===== config.mk =====
export PLATFORM = sky130hd
export DESIGN_NAME = spi_dma_port
export DESIGN_NICKNAME = d
export VERILOG_FILES = /design/src/pin_sync.v /design/src/spi_dma_port.v
export VERILOG_INCLUDE_DIRS = /design/src
export SDC_FILE = /design/constraint.sdc
export NUM_CORES = 1
export LEC_CHECK = 0
export BUFFER_PORTS_ARGS = -buffer_cell sky130_fd_sc_hd__buf_2
export CAP_MARGIN = 0
export CORE_MARGIN = 2
export CORE_UTILIZATION = 33
export CTS_BUF_LIST = sky130_fd_sc_hd__clkbuf_4 sky130_fd_sc_hd__clkbuf_8 sky130_fd_sc_hd__clkbuf_16
export DETAILED_ROUTE_END_ITERATION = 10
export HOLD_SLACK_MARGIN = 0.06
export REMOVE_ABC_BUFFERS = 1
export SLEW_MARGIN = 20
export SYNTH_ARGS = -nofsm -noshare
export SYNTH_HDL_FRONTEND = slang
export SYNTH_SLANG_ARGS = --single-unit

===== constraint.sdc =====
create_clock -name clk -period 3.36 [get_ports clk]
set_input_delay 0.168 -clock clk [delete_from_list [all_inputs] [get_ports clk]]
set_output_delay 0.168 -clock clk [all_outputs]
set_load 0.01 [all_outputs]

===== src/spi_dma_map.vh =====
/*
 spi_dma_map.vh: constants for the serial port DMA and error logic.
 assumes it is included by bare name from the design files.
*/
`ifndef SPI_DMA_MAP_VH
`define SPI_DMA_MAP_VH
`define WORD_W 16
`define FIFO_DEPTH 4
`define FIFO_AW 2
`define CNT_W 16
`define HALF_PERIOD_DIV 3'h7
`define BIT_CNT_W 5
`endif


===== src/pin_sync.v =====
/*
 pin_sync.v: three-stage synchroniser with agreement filter for pins.
 assumes a level input from outside the clk domain.
*/
`default_nettype none
module pin_sync (
   input wire clk,
   input wire resetn,
   input wire pin_in,
   input wire init_val,
   output reg level_q
);
   reg s1_q;
   reg s2_q;
   reg s3_q;
   // first stage feeds only the second stage
   always @(posedge clk or negedge resetn) begin
      if (!resetn) begin
         s1_q <= 1'b0;
         s2_q <= 1'b0;
         s3_q <= 1'b0;
         level_q <= 1'b0;
      end else begin
         s1_q <= pin_in;
         s2_q <= s1_q;
         s3_q <= s2_q;
         if (s2_q == s3_q) begin
            level_q <= s3_q;
         end
      end
   end
   wire unused_init = init_val;
endmodule
`default_nettype wire


===== src/spi_dma_port.v =====
/*
 spi_dma_port.v: serial port datapath for DMA transfers, master and slave,
 with the tx/rx flow control and the four error flags.
 assumes the dma engine pushes tx words and pops rx words by valid/ready,
 and that the word counter lives in the dma engine (dma_cnt_one_to_zero).
 link pins arrive asynchronously and are sampled by clk.
*/
`default_nettype none
`include "spi_dma_map.vh"

module spi_dma_port (
   input wire clk,
   input wire resetn,
   input wire port_enable_wr,
   input wire port_enable_in,
   input wire master_select_wr,
   input wire master_select_in,
   input wire fault_detect_enable,
   input wire clk_phase,
   input wire clk_polarity,
   input wire overwrite_when_full,
   input wire send_zero_when_empty,
   input wire dma_enable,
   input wire dma_dir_tx,
   input wire dma_err_irq_en,
   input wire dma_done_irq_en,
   input wire dma_cnt_one_to_zero,
   input wire [`WORD_W-1:0] tx_buffer_wdata,
   input wire tx_buffer_we,
   input wire rx_buffer_re,
   input wire [3:0] status_w1c,
   input wire [`WORD_W-1:0] dma_tx_data,
   input wire dma_tx_valid,
   output wire dma_tx_ready,
   output reg [`WORD_W-1:0] dma_rx_data,
   output wire dma_rx_valid,
   input wire dma_rx_ready,
   input wire master_start,
   input wire sclk_in,
   input wire slave_select_input,
   input wire miso_in,
   input wire mosi_in,
   output reg sclk_out,
   output wire sclk_oe,
   output wire mosi_out,
   output wire mosi_oe,
   output wire miso_out,
   output wire miso_oe,
   output wire select_by_flags,
   output reg port_enable_q,
   output reg master_select_q,
   output reg [`WORD_W-1:0] rx_buffer,
   output reg tx_buffer_full_flag,
   output reg rx_buffer_full_flag,
   output reg tx_underflow_flag,
   output reg rx_overrun_flag,
   output reg tx_collision_flag,
   output reg mode_fault_flag,
   output reg port_irq,
   output reg dma_irq
);
   // fifo storage shared by tx and rx, direction picked by dma_dir_tx
   reg [`WORD_W-1:0] fifo_mem [0:`FIFO_DEPTH-1];
   reg [`FIFO_AW:0] wr_ptr_q;
   reg [`FIFO_AW:0] rd_ptr_q;
   reg [`WORD_W-1:0] tx_buffer;
   reg [`WORD_W-1:0] shift_q;
   reg [`WORD_W-1:0] last_tx_q;
   reg [`BIT_CNT_W-1:0] bit_cnt_q;
   reg [1:0] state_q;
   reg sclk_prev_q;
   reg ss_prev_q;
   reg [2:0] div_q;
   wire sclk_s;
   wire ss_s;
   wire mosi_s;
   wire miso_s;
   wire fifo_full = (wr_ptr_q[`FIFO_AW] != rd_ptr_q[`FIFO_AW]) &&
                    (wr_ptr_q[`FIFO_AW-1:0] == rd_ptr_q[`FIFO_AW-1:0]);
   wire fifo_empty = (wr_ptr_q == rd_ptr_q);
   wire tx_dma = dma_enable & dma_dir_tx;
   wire rx_dma = dma_enable & ~dma_dir_tx;
   localparam ST_IDLE = 2'h0;
   localparam ST_SHIFT = 2'h1;
   localparam ST_DONE = 2'h2;
   // count end is latched: the engine's pulse alone would let the next select restart
   reg cnt_done_q;
   wire stop_words = dma_cnt_one_to_zero | cnt_done_q;

   pin_sync u_sclk (.clk(clk), .resetn(resetn), .pin_in(sclk_in), .init_val(1'b0), .level_q(sclk_s));
   pin_sync u_ss (.clk(clk), .resetn(resetn), .pin_in(slave_select_input), .init_val(1'b1), .level_q(ss_s));
   pin_sync u_mosi (.clk(clk), .resetn(resetn), .pin_in(mosi_in), .init_val(1'b0), .level_q(mosi_s));
   pin_sync u_miso (.clk(clk), .resetn(resetn), .pin_in(miso_in), .init_val(1'b0), .level_q(miso_s));

   function [`FIFO_AW:0] ptr_inc;
      input [`FIFO_AW:0] p;
      begin
         ptr_inc = p + {{`FIFO_AW{1'b0}}, 1'b1};
      end
   endfunction

   wire active = port_enable_q;
   wire is_master = master_select_q;
   // sync filter holds ss low after reset; treat as deselected until seen high once
   reg ss_seen_q;
   wire selected = ~ss_s & ss_seen_q;
   // master makes the link clock from clk by a divider
   wire m_tick = is_master && (div_q == `HALF_PERIOD_DIV);
   wire s_rise = sclk_s & ~sclk_prev_q;
   wire s_fall = ~sclk_s & sclk_prev_q;
   wire s_lead = clk_polarity ? s_fall : s_rise;
   wire s_trail = clk_polarity ? s_rise : s_fall;
   wire slave_go = active & ~is_master & selected;
   wire ss_fall = ~ss_s & ss_prev_q & ss_seen_q;
   wire lead = is_master ? (m_tick & (sclk_out == clk_polarity)) : (slave_go & s_lead);
   wire trail = is_master ? (m_tick & (sclk_out != clk_polarity)) : (slave_go & s_trail);
   wire sample_edge = clk_phase ? trail : lead;
   wire change_edge = clk_phase ? lead : trail;
   wire data_in = is_master ? miso_s : mosi_s;
   wire start_req = active & (state_q == ST_IDLE) & ~stop_words & dma_enable &
                    (is_master ? master_start : (ss_fall | (selected & s_lead)));
   // edges seen while idle must never complete a word
   wire word_done = sample_edge & (state_q == ST_SHIFT) & (bit_cnt_q == (`WORD_W - 1));
   wire load_shift = start_req | (word_done & (is_master ? master_start : selected) & ~stop_words);
   wire tx_have = tx_dma ? ~fifo_empty : tx_buffer_full_flag;
   wire tx_pop = load_shift & tx_dma & ~fifo_empty;
   wire rx_push = word_done & rx_dma;
   wire rx_pop = dma_rx_valid & dma_rx_ready;
   wire fault = fault_detect_enable & master_select_q & ~ss_s & ss_seen_q;
   reg [`WORD_W-1:0] load_val;
   reg [`WORD_W-1:0] rx_word;

   assign dma_tx_ready = tx_dma & ~fifo_full;
   assign dma_rx_valid = rx_dma & ~fifo_empty;
   assign mosi_out = shift_q[`WORD_W-1];
   assign miso_out = shift_q[`WORD_W-1];
   assign mosi_oe = active & is_master;
   assign miso_oe = active & ~is_master & selected;
   assign sclk_oe = active & is_master;
   assign select_by_flags = ~(active & is_master);

   always @* begin
      rx_word = {shift_q[`WORD_W-2:0], data_in};
      if (tx_dma) begin
         if (!fifo_empty) begin
            load_val = fifo_mem[rd_ptr_q[`FIFO_AW-1:0]];
         end else if (send_zero_when_empty) begin
            load_val = {`WORD_W{1'b0}};
         end else begin
            load_val = last_tx_q;
         end
      end else if (rx_dma) begin
         load_val = send_zero_when_empty ? {`WORD_W{1'b0}} : tx_buffer;
      end else begin
         load_val = (tx_buffer_full_flag | ~send_zero_when_empty) ? tx_buffer : {`WORD_W{1'b0}};
      end
   end

   always @(posedge clk) begin
      if (tx_dma && dma_tx_valid && !fifo_full) begin
         fifo_mem[wr_ptr_q[`FIFO_AW-1:0]] <= dma_tx_data;
      end else if (rx_push && (!fifo_full || overwrite_when_full)) begin
         fifo_mem[wr_ptr_q[`FIFO_AW-1:0]] <= rx_word;
      end
   end

   always @(posedge clk or negedge resetn) begin
      if (!resetn) begin
         wr_ptr_q <= {(`FIFO_AW+1){1'b0}};
         rd_ptr_q <= {(`FIFO_AW+1){1'b0}};
         state_q <= ST_IDLE;
         cnt_done_q <= 1'b0;
         bit_cnt_q <= {`BIT_CNT_W{1'b0}};
         shift_q <= {`WORD_W{1'b0}};
         last_tx_q <= {`WORD_W{1'b0}};
         tx_buffer <= {`WORD_W{1'b0}};
         rx_buffer <= {`WORD_W{1'b0}};
         dma_rx_data <= {`WORD_W{1'b0}};
         sclk_out <= 1'b0;
         sclk_prev_q <= 1'b0;
         ss_prev_q <= 1'b1;
         ss_seen_q <= 1'b0;
         div_q <= 3'h0;
         port_enable_q <= 1'b0;
         master_select_q <= 1'b0;
         tx_buffer_full_flag <= 1'b0;
         rx_buffer_full_flag <= 1'b0;
         tx_underflow_flag <= 1'b0;
         rx_overrun_flag <= 1'b0;
         tx_collision_flag <= 1'b0;
         mode_fault_flag <= 1'b0;
         port_irq <= 1'b0;
         dma_irq <= 1'b0;
      end else begin
         sclk_prev_q <= sclk_s;
         ss_prev_q <= ss_s;
         if (ss_s) begin
            ss_seen_q <= 1'b1;
         end
         if (!dma_enable) begin
            cnt_done_q <= 1'b0;
         end else if (dma_cnt_one_to_zero) begin
            cnt_done_q <= 1'b1;
         end
         div_q <= (active && is_master && state_q == ST_SHIFT) ? div_q + 3'h1 : 3'h0;
         if (!dma_enable) begin
            wr_ptr_q <= {(`FIFO_AW+1){1'b0}};
            rd_ptr_q <= {(`FIFO_AW+1){1'b0}};
         end else if (tx_dma) begin
            if (dma_tx_valid && !fifo_full) begin
               wr_ptr_q <= ptr_inc(wr_ptr_q);
            end
            if (tx_pop) begin
               rd_ptr_q <= ptr_inc(rd_ptr_q);
            end
         end else begin
            // full fifo: overwrite drops the oldest entry, else the new word is lost
            if (rx_push && (!fifo_full || overwrite_when_full)) begin
               wr_ptr_q <= ptr_inc(wr_ptr_q);
            end
            if ((rx_pop) || (rx_push && fifo_full && overwrite_when_full)) begin
               rd_ptr_q <= ptr_inc(rd_ptr_q);
            end
         end
         dma_rx_data <= fifo_mem[rd_ptr_q[`FIFO_AW-1:0]];
         case (state_q)
            ST_IDLE: begin
               sclk_out <= clk_polarity;
               if (start_req) begin
                  state_q <= ST_SHIFT;
               end
            end
            ST_SHIFT: begin
               if (m_tick) begin
                  sclk_out <= ~sclk_out;
               end
               if (!active || (!is_master && !selected)) begin
                  state_q <= ST_IDLE;
               end else if (word_done && !load_shift) begin
                  state_q <= ST_DONE;
               end
            end
            ST_DONE: begin
               sclk_out <= clk_polarity;
               state_q <= ST_IDLE;
            end
            default: state_q <= ST_IDLE;
         endcase
         if (load_shift) begin
            shift_q <= load_val;
            last_tx_q <= load_val;
            bit_cnt_q <= {`BIT_CNT_W{1'b0}};
         end else if (sample_edge) begin
            shift_q <= {shift_q[`WORD_W-2:0], data_in};
            bit_cnt_q <= bit_cnt_q + 5'h1;
         end
         if (tx_buffer_we) begin
            tx_buffer <= tx_buffer_wdata;
         end
         // set wins over clear for every flag
         if (tx_buffer_we) begin
            tx_buffer_full_flag <= 1'b1;
         end else if (load_shift && !tx_dma) begin
            tx_buffer_full_flag <= 1'b0;
         end
         if (load_shift && (rx_dma || !tx_have)) begin
            tx_underflow_flag <= 1'b1;
         end else if (status_w1c[0]) begin
            tx_underflow_flag <= 1'b0;
         end
         if (word_done && !tx_dma) begin
            if (!rx_buffer_full_flag || rx_buffer_re || overwrite_when_full) begin
               rx_buffer <= rx_word;
            end
            rx_buffer_full_flag <= 1'b1;
         end else if (rx_buffer_re) begin
            rx_buffer_full_flag <= 1'b0;
         end
         // a clear must still land when a word completes without overrun
         if (word_done && !tx_dma && rx_buffer_full_flag && !rx_buffer_re) begin
            rx_overrun_flag <= 1'b1;
         end else if (status_w1c[1]) begin
            rx_overrun_flag <= 1'b0;
         end
         if (load_shift && (tx_buffer_we || (tx_dma && dma_tx_valid)) && (is_master || clk_phase)) begin
            tx_collision_flag <= 1'b1;
         end else if (status_w1c[2]) begin
            tx_collision_flag <= 1'b0;
         end
         if (fault) begin
            mode_fault_flag <= 1'b1;
            port_enable_q <= 1'b0;
            master_select_q <= 1'b0;
         end else begin
            if (status_w1c[3]) begin
               mode_fault_flag <= 1'b0;
            end
            // writes of one are refused while the fault stands
            if (port_enable_wr && !(port_enable_in && mode_fault_flag)) begin
               port_enable_q <= port_enable_in;
            end
            if (master_select_wr && !(master_select_in && mode_fault_flag)) begin
               master_select_q <= master_select_in;
            end
         end
         port_irq <= fault | (mode_fault_flag & ~status_w1c[3]);
         // dma mode errors only from the active direction, gated by descriptor config
         dma_irq <= dma_enable & ((dma_done_irq_en & dma_cnt_one_to_zero) |
                    (dma_err_irq_en & ((tx_dma & load_shift & fifo_empty) |
                    (rx_dma & rx_push & fifo_full))));
      end
   end
endmodule
`default_nettype wire


==> results of run 1 <==
stage by stage:
stage                     hold slack, ns  setup WS (ns)
after floorplan                  -0.1276        -0.4323
after global placement            0.2790         0.7539
after detailed placement          0.2790         0.6591
after CTS                        0.07269         0.6617
after global routing             0.09382         0.4716
final                            0.08298         0.6601
logic make-up (layout without fill, tap and decap cells):
group	count (synthesis)	in the layout
flip-flops	191	191
AND/OR/NAND/NOR	135	135
multiplexers	97	97
AO/OA/AOI/OAI	96	96
buffers and inverters	44	210
adder cells (fa/ha/maj)	13	13
XOR/XNOR	10	10
registers in the layout (all words and copies together), names as in the netlist, 2 cells and up:
signal and count:
bit_cnt_q 5, state_q 2, dma_rx_data 16, last_tx_q 16
rd_ptr_q 3, tx_buffer 16, fifo_mem 64, wr_ptr_q 3
div_q 3, shift_q 16, rx_buffer 16
path summary, 6_finish.rpt:
check | from | endpoint | cells after the start
worst max-delay path | master_select_q | fifo_mem[0][12] | 5
worst min-delay path | dma_err_irq_en | dma_irq | 4
worst max register to register | master_select_q | fifo_mem[0][12] | 5
worst min register to register | u_sclk.s1_q | u_sclk.s2_q | 0
max in group asynchronous | resetn | tx_buffer[6] | 3
min in group asynchronous | resetn | dma_rx_data[2] | 2
worst min-delay path: stages:
cell	delay, ns
buf_2	0.08
a21o_1	0.07
nand2_1	0.05
a21oi_1	0.10
layer usage:
metal	share of wire [%]	global-route usage (%)	up-vias	wire [um]
met4	1.4	4.506	2	293
li1	-	-	2487	-
met5	0.034	0	-	7
met3	4.4	3.485	20	894
met2	49	25.84	133	9986
met1	45	21.14	2718	9135
layout make-up:
cell class,instances,share of cell area (%)
clock buffers,20,4.350
flip-flops and latches,191,49.54
multi-input cells,351,29.78
clock inverters,12,1.495
repair buffers,165,10.34
well taps,330,4.010
inverters,13,0.4739
power groups by stage:
stage	Sequential [uW]	Combinational [uW]	Clock, uW
global route	3100	1800	2200
CTS	3050	1650	2110
finish	3050	1630	2060
floorplan	3090	986	0
global placement	3090	1600	0
detailed placement	3090	1620	0
cell usage in the layout (no fill, tap or decap), types with 4 or more instances in the layout:
master,Yosys,final
a21o_1,4,4
a21oi_1,13,13
a221o_1,12,12
a31oi_1,6,6
and3_1,6,6
buf_2,9,110
buf_4,5,19
clkbuf_16,0,17
dfrtp_1,126,126
dlygate4sd3_1,0,34
edfxtp_1,64,64
ha_1,9,9
inv_1,13,13
maj3_1,4,4
mux2_1,10,10
mux2_2,35,35
mux2_4,16,16
mux2i_1,20,20
mux4_2,16,16
nand2_1,34,34
nand2b_1,7,7
nand3_1,6,6
nor2_1,21,21
nor2b_1,16,16
nor3b_1,15,15
o211ai_1,5,5
o21ai_0,23,23
or3_1,5,5
xnor2_1,6,6
repair_timing:
item / in CTS / in global routing
hold endpoints to repair: 119 / 0
resized for setup: 0 / 0
endpoints found under the setup margin: 0 / 0
setup buffers: 0 / 0
hold buffers: 34 / 0
==> Flow_metrics.wiki, run 1 <==
{| class="wikitable"
! Metric !! Value
|-
| Run status || finished, final reports clean
|-
| Overall power of the completed layout || about 6700 uW
|-
| Worst skew pair latency || 0.43 ns
|-
| Syn avg cell area || about 14 sq um
|-
| Initial Util || about a third
|-
| Root buf cell || clkbuf_16
|-
| Post-synth EDFFs || 64
|-
| Number of port buffers || 111
|-
| Leakage dissipation || 0.004342 uW
|-
| Required time of the critical path || 3.53 ns
|-
| Register-to-register setup slack || 0.66 ns
|-
| Total of endpoints with negative setup slack in the final report || 0
|-
| Most instantiated flip-flop cell in the synthesis netlist || dfrtp_1
|-
| Initial antenna violation count || 1
|-
| Compound-gate portion of the synthesized area || 8.460%
|-
| Diode count || 0
|-
| Cell Rows || 58
|-
| Top-area cell type share of the netlist area || 37.47%
|-
| Number of DRC violations after detailed routing || 0
|-
| Post-synthesis share of cell area spent on xor and xnor gates || 1.308%
|-
| Global-route total usage across every layer || 15.78%
|-
| Unique masters post-synth || 69
|-
| Final TNS setup || 0 ns
|-
| Post-synthesis sequential element count || 191
|-
| Share of the yosys chip area belonging to registers || 60.62%
|-
| Switching share of power || 30.08%
|-
| Buffers from clock root to sink, at most || 2
|-
| Total overflow reported by the global router || 0
|-
| Setup repair after global routing missed its margin || no
|-
| Synth top cells by count || dfrtp_1, edfxtp_1, mux2_2, nand2_1, o21ai_0
|-
| Largest family of logic cells by synthesized area || multiplexers
|-
| Switching Power || 2029 uW
|-
| Fraction of the mapped netlist area in adder cells || about 1.8%
|-
| Crit-path max FO || 16
|-
| Post-route fraction of the period consumed by the critical path || 80.35%
|-
| Type of element launching the critical path || flip-flop
|-
| Synth Area in Simple Gates || under 10%
|-
| Internal power || 4716 uW
|-
| Vias after detailed routing || about 5400
|-
| Power share of the sequential group || 45.2%
|-
| Cell types with the largest area share after synthesis || dfrtp_1, edfxtp_1, mux2_2
|-
| Routed WL || 20320 um
|-
| Final HPWL DP || 13390 um
|-
| Number of sinks on the clock net || 191
|-
| Count of placed standard cells in the final layout, fillers left out || 1082
|-
| Worst slew margin || 41.19%
|-
| Relative contribution of the clock network to total power || 30.6%
|-
| Placed Cells || 1016
|-
| Worst-margin pin slew || 0.8822 ns
|-
| Multiplexer fraction of the synthesized cell area || between 10% and 20%
|-
| Total power per unit cell area || 655.1 mW/mm^2
|-
| Global-route wire length before repair || 31780 um
|-
| Die Width || 163.7 um
|-
| Clock tree from TritonCTS || yes
|-
| Maximum number of pins on one net before global-route repair || between 90 and 100
|-
| Vias in the first global route || 5556
|-
| Count of fill cells added during filler insertion || between 2000 and 2500
|-
| Most common cell in the synthesized netlist || dfrtp_1
|-
| MaxCap Viol Count || 0
|-
| Maximum clock rate || 370.4 MHz
|-
| Final #Nets || 809
|-
| H-tree depth reported by CTS || 4
|-
| Class of the worst hold path || in -> reg
|-
| Antenna violation net count after detailed routing || 0
|-
| RD Place Congestion || 0.8257
|-
| Clock transition time at the flip-flop clock pins of the worst setup and hold paths || 0.07 ns
|-
| Hold Violations, Final || 0
|-
| Top-Level Pins || 112
|-
| Area of the mapped netlist || about 0.0084 sq mm
|-
| Register area || about 0.0051 sq mm
|-
| Max stage delay on crit path || 0.52 ns
|-
| Area of combinational cells with multiple inputs || 0.003067 sq mm
|-
| Nature of the critical path endpoint || flip-flop
|-
| Setup Crit Path Kind || reg -> reg
|-
| Largest clock skew in the final design || 0.01215 ns
|-
| Worst supply voltage drop on vdd || around 0.32 mV
|-
| TritonRoute pass-1 iters || 5
|-
| Yosys top cell by area || dfrtp_1
|-
| Cells along the critical path || nor4bb_2 -> and3_1 -> a21o_1 -> o2111ai_4 -> mux2_1
|-
| CP Data Arrival Time || 2.87 ns
|-
| Clock buffer count from CTS || 17
|-
| Die Footprint || 0.02679 sq mm
|-
| Cells after Synth || 586
|-
| Final Max Tran Viols || 0
|-
| Count of synthesis-stage warnings from yosys || 0
|-
| First-iteration detailed-routing DRC count || 351
|-
| Share of flip-flops with an asynchronous set or reset || between 60% and 70%
|-
| CP Buf/Inv Count || 0
|-
| Gate family responsible for the most delay along the worst path || simple AND/OR/NAND/NOR gates
|-
| Area growth from synthesis to layout || 22.35%
|-
| Design Area, Final || a little over 0.01 sq mm
|-
| Share of power burned in combinational logic || 24.2%
|-
| Fraction of the core area covered by cells at the end of the flow || 41.01%
|-
| Layout cells sized above 1 || 32.45%
|-
| Vias per inst || 4.954
|-
| Slowest library cell on the worst path || dfrtp_1
|-
| Vertical die dimension || 163.7 um
|-
| WL/cell || approximately 19 um
|-
| Placed cell areas || 0.009354 sq mm
|-
| Min cycle time layout || approximately 2.7 ns
|-
| CORE AREA || 0.02511 sq mm
|}
No activity file was read; power rests on OpenSTA's default activity.
==> inputs of run 2 (changes only) <==
--- a/config.mk
+++ b/config.mk
@@ -6,6 +6,7 @@
 export SDC_FILE = /design/constraint.sdc
 export NUM_CORES = 1
 export LEC_CHECK = 0
+export ABC_AREA = 1
 export BUFFER_PORTS_ARGS = -buffer_cell sky130_fd_sc_hd__buf_2
 export CAP_MARGIN = 0
 export CORE_MARGIN = 2
==> constraint.sdc (replaced) <==
create_clock -name clk -period 2.75 [get_ports clk]
set_input_delay 0.1375 -clock clk [delete_from_list [all_inputs] [get_ports clk]]
set_output_delay 0.1375 -clock clk [all_outputs]
set_load 0.01 [all_outputs]
==> Flow_metrics.wiki, run 2 <==
{| class="wikitable"
! Metric !! Value
|-
| Number of sinks on the clock net || approximately 190
|-
| Post-route fraction of the period consumed by the critical path || 89.46%
|-
| Top-area cell type share of the netlist area || around 38%
|-
| Crit path top cell by count || nand2_1
|-
| Total of endpoints with negative setup slack in the final report || 0
|-
| Top-Level Pins || 112
|-
| Post-synthesis sequential element count || ~190
|-
| Fraction of the mapped netlist area in adder cells || 1.829%
|-
| Share of the yosys chip area belonging to registers || just over 60%
|-
| Largest family of logic cells by synthesized area || simple AND/OR/NAND/NOR gates
|-
| Global-route wire length before repair || approximately 33000 um
|-
| Initial Util || between 30 and 40%
|-
| Share of flip-flops with an asynchronous set or reset || between 60% and 70%
|-
| Leading cell types in the layout, fill and taps excluded || nand2_1, dfrtp_1, buf_2, inv_1, o21ai_0
|-
| Worst supply voltage drop on vdd || 0.4115 mV
|-
| Syn avg cell area || 9.673 sq um
|-
| Count of synthesis-stage warnings from yosys || 0
|-
| Yosys top cell by area || dfrtp_1
|-
| First-iteration detailed-routing DRC count || 327
|-
| Worst hold slack || 0.08569 ns
|-
| Min cycle time layout || 2.460 ns
|-
| Type of element launching the critical path || flip-flop
|-
| Root buf cell || clkbuf_16
|-
| Fraction of the core area covered by cells at the end of the flow || 40.94%
|-
| Final HPWL DP || 13880 um
|-
| WL/cell || between 15 and 20 um
|-
| Register-to-register setup slack || 0.29 ns
|-
| MaxCap Viol Count || 0
|-
| Most common cell in the synthesized netlist || nand2_1
|-
| CORE AREA || 0.02504 sq mm
|-
| Clock buffer count from CTS || 17
|-
| Cells after Synth || about 860
|-
| Routed WL || 20320 um
|-
| Die Width || 163.1 um
|-
| Area growth from synthesis to layout || 22.78%
|-
| Gate family responsible for the most delay along the worst path || buffers and inverters
|-
| Largest clock skew in the final design || 0.01406 ns
|-
| Leakage dissipation || 0.004844 uW
|-
| H-tree depth reported by CTS || 4
|-
| Synth Area in Simple Gates || around 17%
|-
| Global-route total usage across every layer || 15.96%
|-
| Maximum number of pins on one net before global-route repair || 87
|-
| Run status || finished, final reports clean
|-
| Area of the mapped netlist || 0.008348 sq mm
|-
| Hold Violations, Final || 0
|-
| TritonRoute pass-1 iters || 5
|-
| CP Buf/Inv Count || 4
|-
| Final #Nets || about 1100
|-
| Max FFs per register || 64
|-
| CP Data Arrival Time || 2.83 ns
|-
| Total power per unit cell area || 784.7 mW/mm^2
|-
| Layout cells sized above 1 || between 20% and 30%
|-
| Diode count || 0
|-
| Worst slew margin || 37.99%
|-
| Worst skew pair latency || 0.44 ns
|-
| Vertical die dimension || 163.1 um
|-
| Clock transition time at the flip-flop clock pins of the worst setup and hold paths || 0.07 ns
|-
| Placed cell areas || 0.009235 sq mm
|-
| Multiplexer fraction of the synthesized cell area || 0%
|-
| Most instantiated flip-flop cell in the synthesis netlist || dfrtp_1
|-
| Slowest library cell on the worst path || dlygate4sd3_1
|-
| Unique masters post-synth || 45
|-
| Crit-path max FO || 19
|-
| Number of DRC violations after detailed routing || 0
|-
| Die Footprint || around 0.027 sq mm
|-
| Vias per inst || 4.581
|-
| Total overflow reported by the global router || 0
|-
| Required time of the critical path || 3.12 ns
|-
| Count of fill cells added during filler insertion || 2466
|-
| Number of port buffers || ~110
|-
| Final TNS setup || 0 ns
|-
| Buffers from clock root to sink, at most || 2
|-
| Design Area, Final || ~0.010 sq mm
|-
| Setup repair after global routing missed its margin || no
|-
| Maximum clock rate || slightly above 400 MHz
|-
| Nature of the critical path endpoint || flip-flop
|-
| Number of buffers inserted to repair setup after CTS || 0
|-
| Cell Rows || 58
|-
| Post-synth EDFFs || 64
|-
| RD Place Congestion || 0.7968
|-
| Clock tree from TritonCTS || yes
|-
| Vias after detailed routing || around 6000
|-
| Post-synthesis share of cell area spent on xor and xnor gates || less than 1%
|-
| Cells along the critical path || xnor2_1 -> nand3_2 -> buf_4 -> inv_2 -> nand2_1 -> inv_1 -> nand2_1 -> nand2_1 -> nand2_1 -> a21oi_1 -> dlygate4sd3_1
|-
| Cell types with the largest area share after synthesis || dfrtp_1, edfxtp_1, nand2_1
|-
| Vias in the first global route || 6047
|-
| Synth top cells by count || nand2_1, dfrtp_1, inv_1, o21ai_0, edfxtp_1
|-
| Antenna violation net count after detailed routing || 0
|-
| Final Max Tran Viols || 0
|-
| Worst-margin pin slew || 0.9301 ns
|-
| Max stage delay on crit path || 0.56 ns
|-
| Initial antenna violation count || 0
|-
| Class of the worst hold path || in -> reg
|-
| Setup Crit Path Kind || reg -> reg
|-
| Commonest non-fill, non-tap cell in the layout || nand2_1
|-
| Compound-gate portion of the synthesized area || 11.21%
|}
-- run 2: repair_timing --
item                                    4_1_cts  5_1_grt
hold buffers                                 38        0
resized for setup                             0        1
endpoints found under the setup margin        0        2
endpoints found under the hold margin       118        0
-- run 2: path summary, 6_finish.rpt --
| path | cells past startpoint | startpoint | end |
|---|---|---|---|
| min | 3 | clk_phase | tx_collision_flag |
| max | 11 | wr_ptr_q[1] | dma_irq |
| min in group asynchronous | 2 | resetn | rx_buffer[6] |
| max in group asynchronous | 3 | resetn | ss_prev_q |
| max reg2reg | 11 | wr_ptr_q[1] | dma_irq |
| min reg2reg | 0 | u_miso.s1_q | u_miso.s2_q |
-- run 2: worst register-to-register path, stage by stage, from the launching register on --
cell and delay (ns):
dfrtp_1 0.45, xnor2_1 0.29, nand3_2 0.10, buf_4 0.21, inv_2 0.29, nand2_1 0.12
inv_1 0.07, nand2_1 0.05, nand2_1 0.08, nand2_1 0.06, a21oi_1 0.12, dlygate4sd3_1 0.56
-- run 2: cell families (layout without fill, tap and decap cells) --
family / Yosys count / in the layout
AO/OA/AOI/OAI: 165 / 165
adder cells (fa/ha/maj): 13 / 13
XOR/XNOR: 7 / 7
AND/OR/NAND/NOR: 337 / 337
flip-flops: 191 / 191
buffers and inverters: 150 / 305
-- run 2: cell type report --
cell class | count | area [sq um] | share of cell area (%)
Clock buffer | 19 | 457.9 | 4.468
Clock inverter | 13 | 173.9 | 1.697
Tap cell | 330 | 412.9 | 4.028
Sequential cell | 191 | 5101 | 49.77
Inverter | 110 | 417.9 | 4.077
Timing Repair Buffer | 163 | 1085 | 10.58
Multi-Input combinational cell | 522 | 2601 | 25.38
-- run 2: metal layers --
layer / up-vias / part of all wire [%] / track usage (%)
met3: 19 / 5.0 / 3.174
met2: 146 / 46 / 24.96
met1: 2915 / 48 / 22.36
met4: 0 / 1.4 / 5.189
met5: - / 0 / 0
li1: 3095 / - / -
-- run 2: stage by stage --
step	setup WS, ns	cells	total power [uW]
floorplan	-0.3094	823	4692
global placement	0.4705	1278	5407
detailed placement	0.3941	1278	5443
CTS	0.2572	1348	8104
global route	0.05618	1348	8502
finish	0.2898	1348	8043
-- run 2: power breakdown --
part / switching [uW] / internal (uW)
Clock: 1170 / 1450
Sequential: 194 / 3380
Combinational: 1230 / 622
==> inputs of run 3 (changes only) <==
--- a/config.mk
+++ b/config.mk
@@ -6,7 +6,6 @@
 export SDC_FILE = /design/constraint.sdc
 export NUM_CORES = 1
 export LEC_CHECK = 0
-export ABC_AREA = 1
 export BUFFER_PORTS_ARGS = -buffer_cell sky130_fd_sc_hd__buf_2
 export CAP_MARGIN = 0
 export CORE_MARGIN = 2
==> Flow_metrics.wiki, run 3 (synthesis results as in run 1) <==
{| class="wikitable"
! Metric !! Value
|-
| Run status || finished, final reports clean
|-
| RD Place Congestion || 0.8069
|-
| Post-route fraction of the period consumed by the critical path || 93.58%
|-
| Slowest library cell on the worst path || o31a_1
|-
| Final #Nets || 834
|-
| Met1 Routed Length || 9319 um
|-
| Worst setup slack before clock tree synthesis || 0.09538 ns
|-
| H-tree depth reported by CTS || 4
|-
| TritonRoute pass-1 iters || 5
|-
| Area growth from synthesis to layout || 24.84%
|-
| Fraction of the core area covered by cells at the end of the flow || 41.84%
|-
| CP Data Arrival Time || 2.71 ns
|-
| Maximum clock rate || 388.6 MHz
|-
| WL/cell || 18.50 um
|-
| Vias after detailed routing || between 5000 and 6000
|-
| Met3 Wirelength || 1027 um
|-
| Register-to-register setup slack || 0.18 ns
|-
| Routed WL || between 20000 and 25000 um
|-
| Root buf cell || clkbuf_16
|-
| Final Max Tran Viols || 0
|-
| Setup Crit Path Kind || reg -> reg
|-
| Max FFs per register || 64
|-
| CORE AREA || 0.02511 sq mm
|-
| Diode count || 0
|-
| Maximum number of pins on one net before global-route repair || 54
|-
| Worst skew pair latency || about 0.44 ns
|-
| Crit-path max FO || 9
|-
| Leakage dissipation || 0.004473 uW
|-
| Worst Setup Slack, final || 0.1765 ns
|-
| Vias per inst || 4.964
|-
| Worst hold slack || slightly below 0.09 ns
|-
| Initial antenna violation count || 0
|-
| Largest clock skew in the final design || 0.009760 ns
|-
| Min cycle time layout || 2.573 ns
|-
| Nature of the critical path endpoint || flip-flop
|-
| Layout cells sized above 1 || 33.51%
|-
| Top-Level Pins || 112
|-
| Cells along the critical path || ha_1 -> and3_1 -> ha_1 -> nor4bb_4 -> a21oi_2 -> o31a_1 -> nor2_1 -> buf_4
|-
| Clock buffer count from CTS || 17
|-
| Crit path top cell by count || ha_1
|-
| Vertical die dimension || 163.7 um
|-
| Max layer used || met4
|-
| Required time of the critical path || about 2.9 ns
|-
| Final HPWL DP || 14330 um
|-
| Wire length on met2 || 9759 um
|-
| Type of element launching the critical path || flip-flop
|-
| MaxCap Viol Count || 0
|-
| CP Buf/Inv Count || 1
|-
| Cell Rows || 58
|-
| Total power per unit cell area || 781.2 mW/mm^2
|-
| Clock transition time at the flip-flop clock pins of the worst setup and hold paths || 0.07 ns
|-
| Leading cell types in the layout, fill and taps excluded || dfrtp_1, buf_2, edfxtp_1, dlygate4sd3_1, mux2_2
|-
| Buffers from clock root to sink, at most || 2
|-
| Setup repair after global routing missed its margin || no
|-
| Global-route total usage across every layer || approximately 16%
|-
| Number of port buffers || about 110
|-
| Worst slew margin || 62.33%
|-
| Gate family responsible for the most delay along the worst path || simple AND/OR/NAND/NOR gates
|-
| Number of sinks on the clock net || around 190
|-
| Worst supply voltage drop on vdd || 0.3670 mV
|-
| Commonest non-fill, non-tap cell in the layout || dfrtp_1
|-
| Total overflow reported by the global router || 0
|-
| Initial Util || 33.52%
|-
| Global-route wire length before repair || 31460 um
|-
| Hold Violations, Final || 0
|-
| Die Width || 163.7 um
|-
| Die Footprint || 0.02679 sq mm
|-
| Max stage delay on crit path || about 0.44 ns
|-
| Class of the worst hold path || in -> reg
|-
| First-iteration detailed-routing DRC count || 441
|-
| Antenna violation net count after detailed routing || 0
|-
| Vias in the first global route || 5500
|-
| Total of endpoints with negative setup slack in the final report || 0
|-
| Clock tree from TritonCTS || yes
|-
| Number of DRC violations after detailed routing || 0
|-
| Worst-margin pin slew || 0.5651 ns
|}
-- run 3: cell type report --
class	count	area (sq um)
clock buffers	22	493.0
inverters	13	48.80
repair buffers	190	1297
well taps	330	412.9
flip-flops and latches	191	5101
clock inverters	9	86.33
multi-input cells	351	3067
fillers	2381	14600
-- run 3: worst reg2reg max path: stages (launching register included) --
cell,delay (ns)
dfrtp_1,0.39
ha_1,0.18
and3_1,0.16
ha_1,0.19
nor4bb_4,0.34
a21oi_2,0.15
o31a_1,0.44
nor2_1,0.21
buf_4,0.23
-- run 3: worst paths after layout --
| check | start | to | depth (start not counted) |
|---|---|---|---|
| max | bit_cnt_q[0] | fifo_mem[2][11] | 8 |
| min | dma_tx_data[10] | fifo_mem[2][10] | 2 |
| max reg2reg | bit_cnt_q[0] | fifo_mem[2][11] | 8 |
| min reg2reg | u_mosi.s1_q | u_mosi.s2_q | 0 |
| max in group asynchronous | resetn | last_tx_q[3] | 3 |
| min in group asynchronous | resetn | dma_rx_data[15] | 2 |
-- run 3: report_power, final --
part	internal, uW	switching, uW
Sequential	3380	320
Clock	1310	1110
Combinational	1050	1030
Total	5740	2460
-- run 3: what timing repair did --
item,CTS,global route
setup endpoints to repair,0,41
buffers inserted,0,2
hold buffers,42,0
resized for setup,0,0
endpoints found under the hold margin,95,0
-- run 3: stage by stage --
step / setup TNS (ns) / instances / power, uW / area, sq um
5_1_grt: 0 / 1106 / 8651 / 10510
2_1_floorplan: -45.69 / 555 / 4981 / 8212
3_5_place_dp: 0 / 1031 / 5803 / 9479
3_3_place_gp: 0 / 1031 / 5786 / 9479
4_1_cts: 0 / 1104 / 8297 / 10480
6_report: 0 / 1106 / 8207 / 10510
-- run 3: metal layers --
| metal | track usage [%] | up-vias |
|---|---|---|
| met5 | 0 | - |
| met4 | 4.585 | 0 |
| met3 | 3.384 | 25 |
| met2 | 25.29 | 152 |
| met1 | 21.61 | 2776 |
| li1 | - | 2537 |
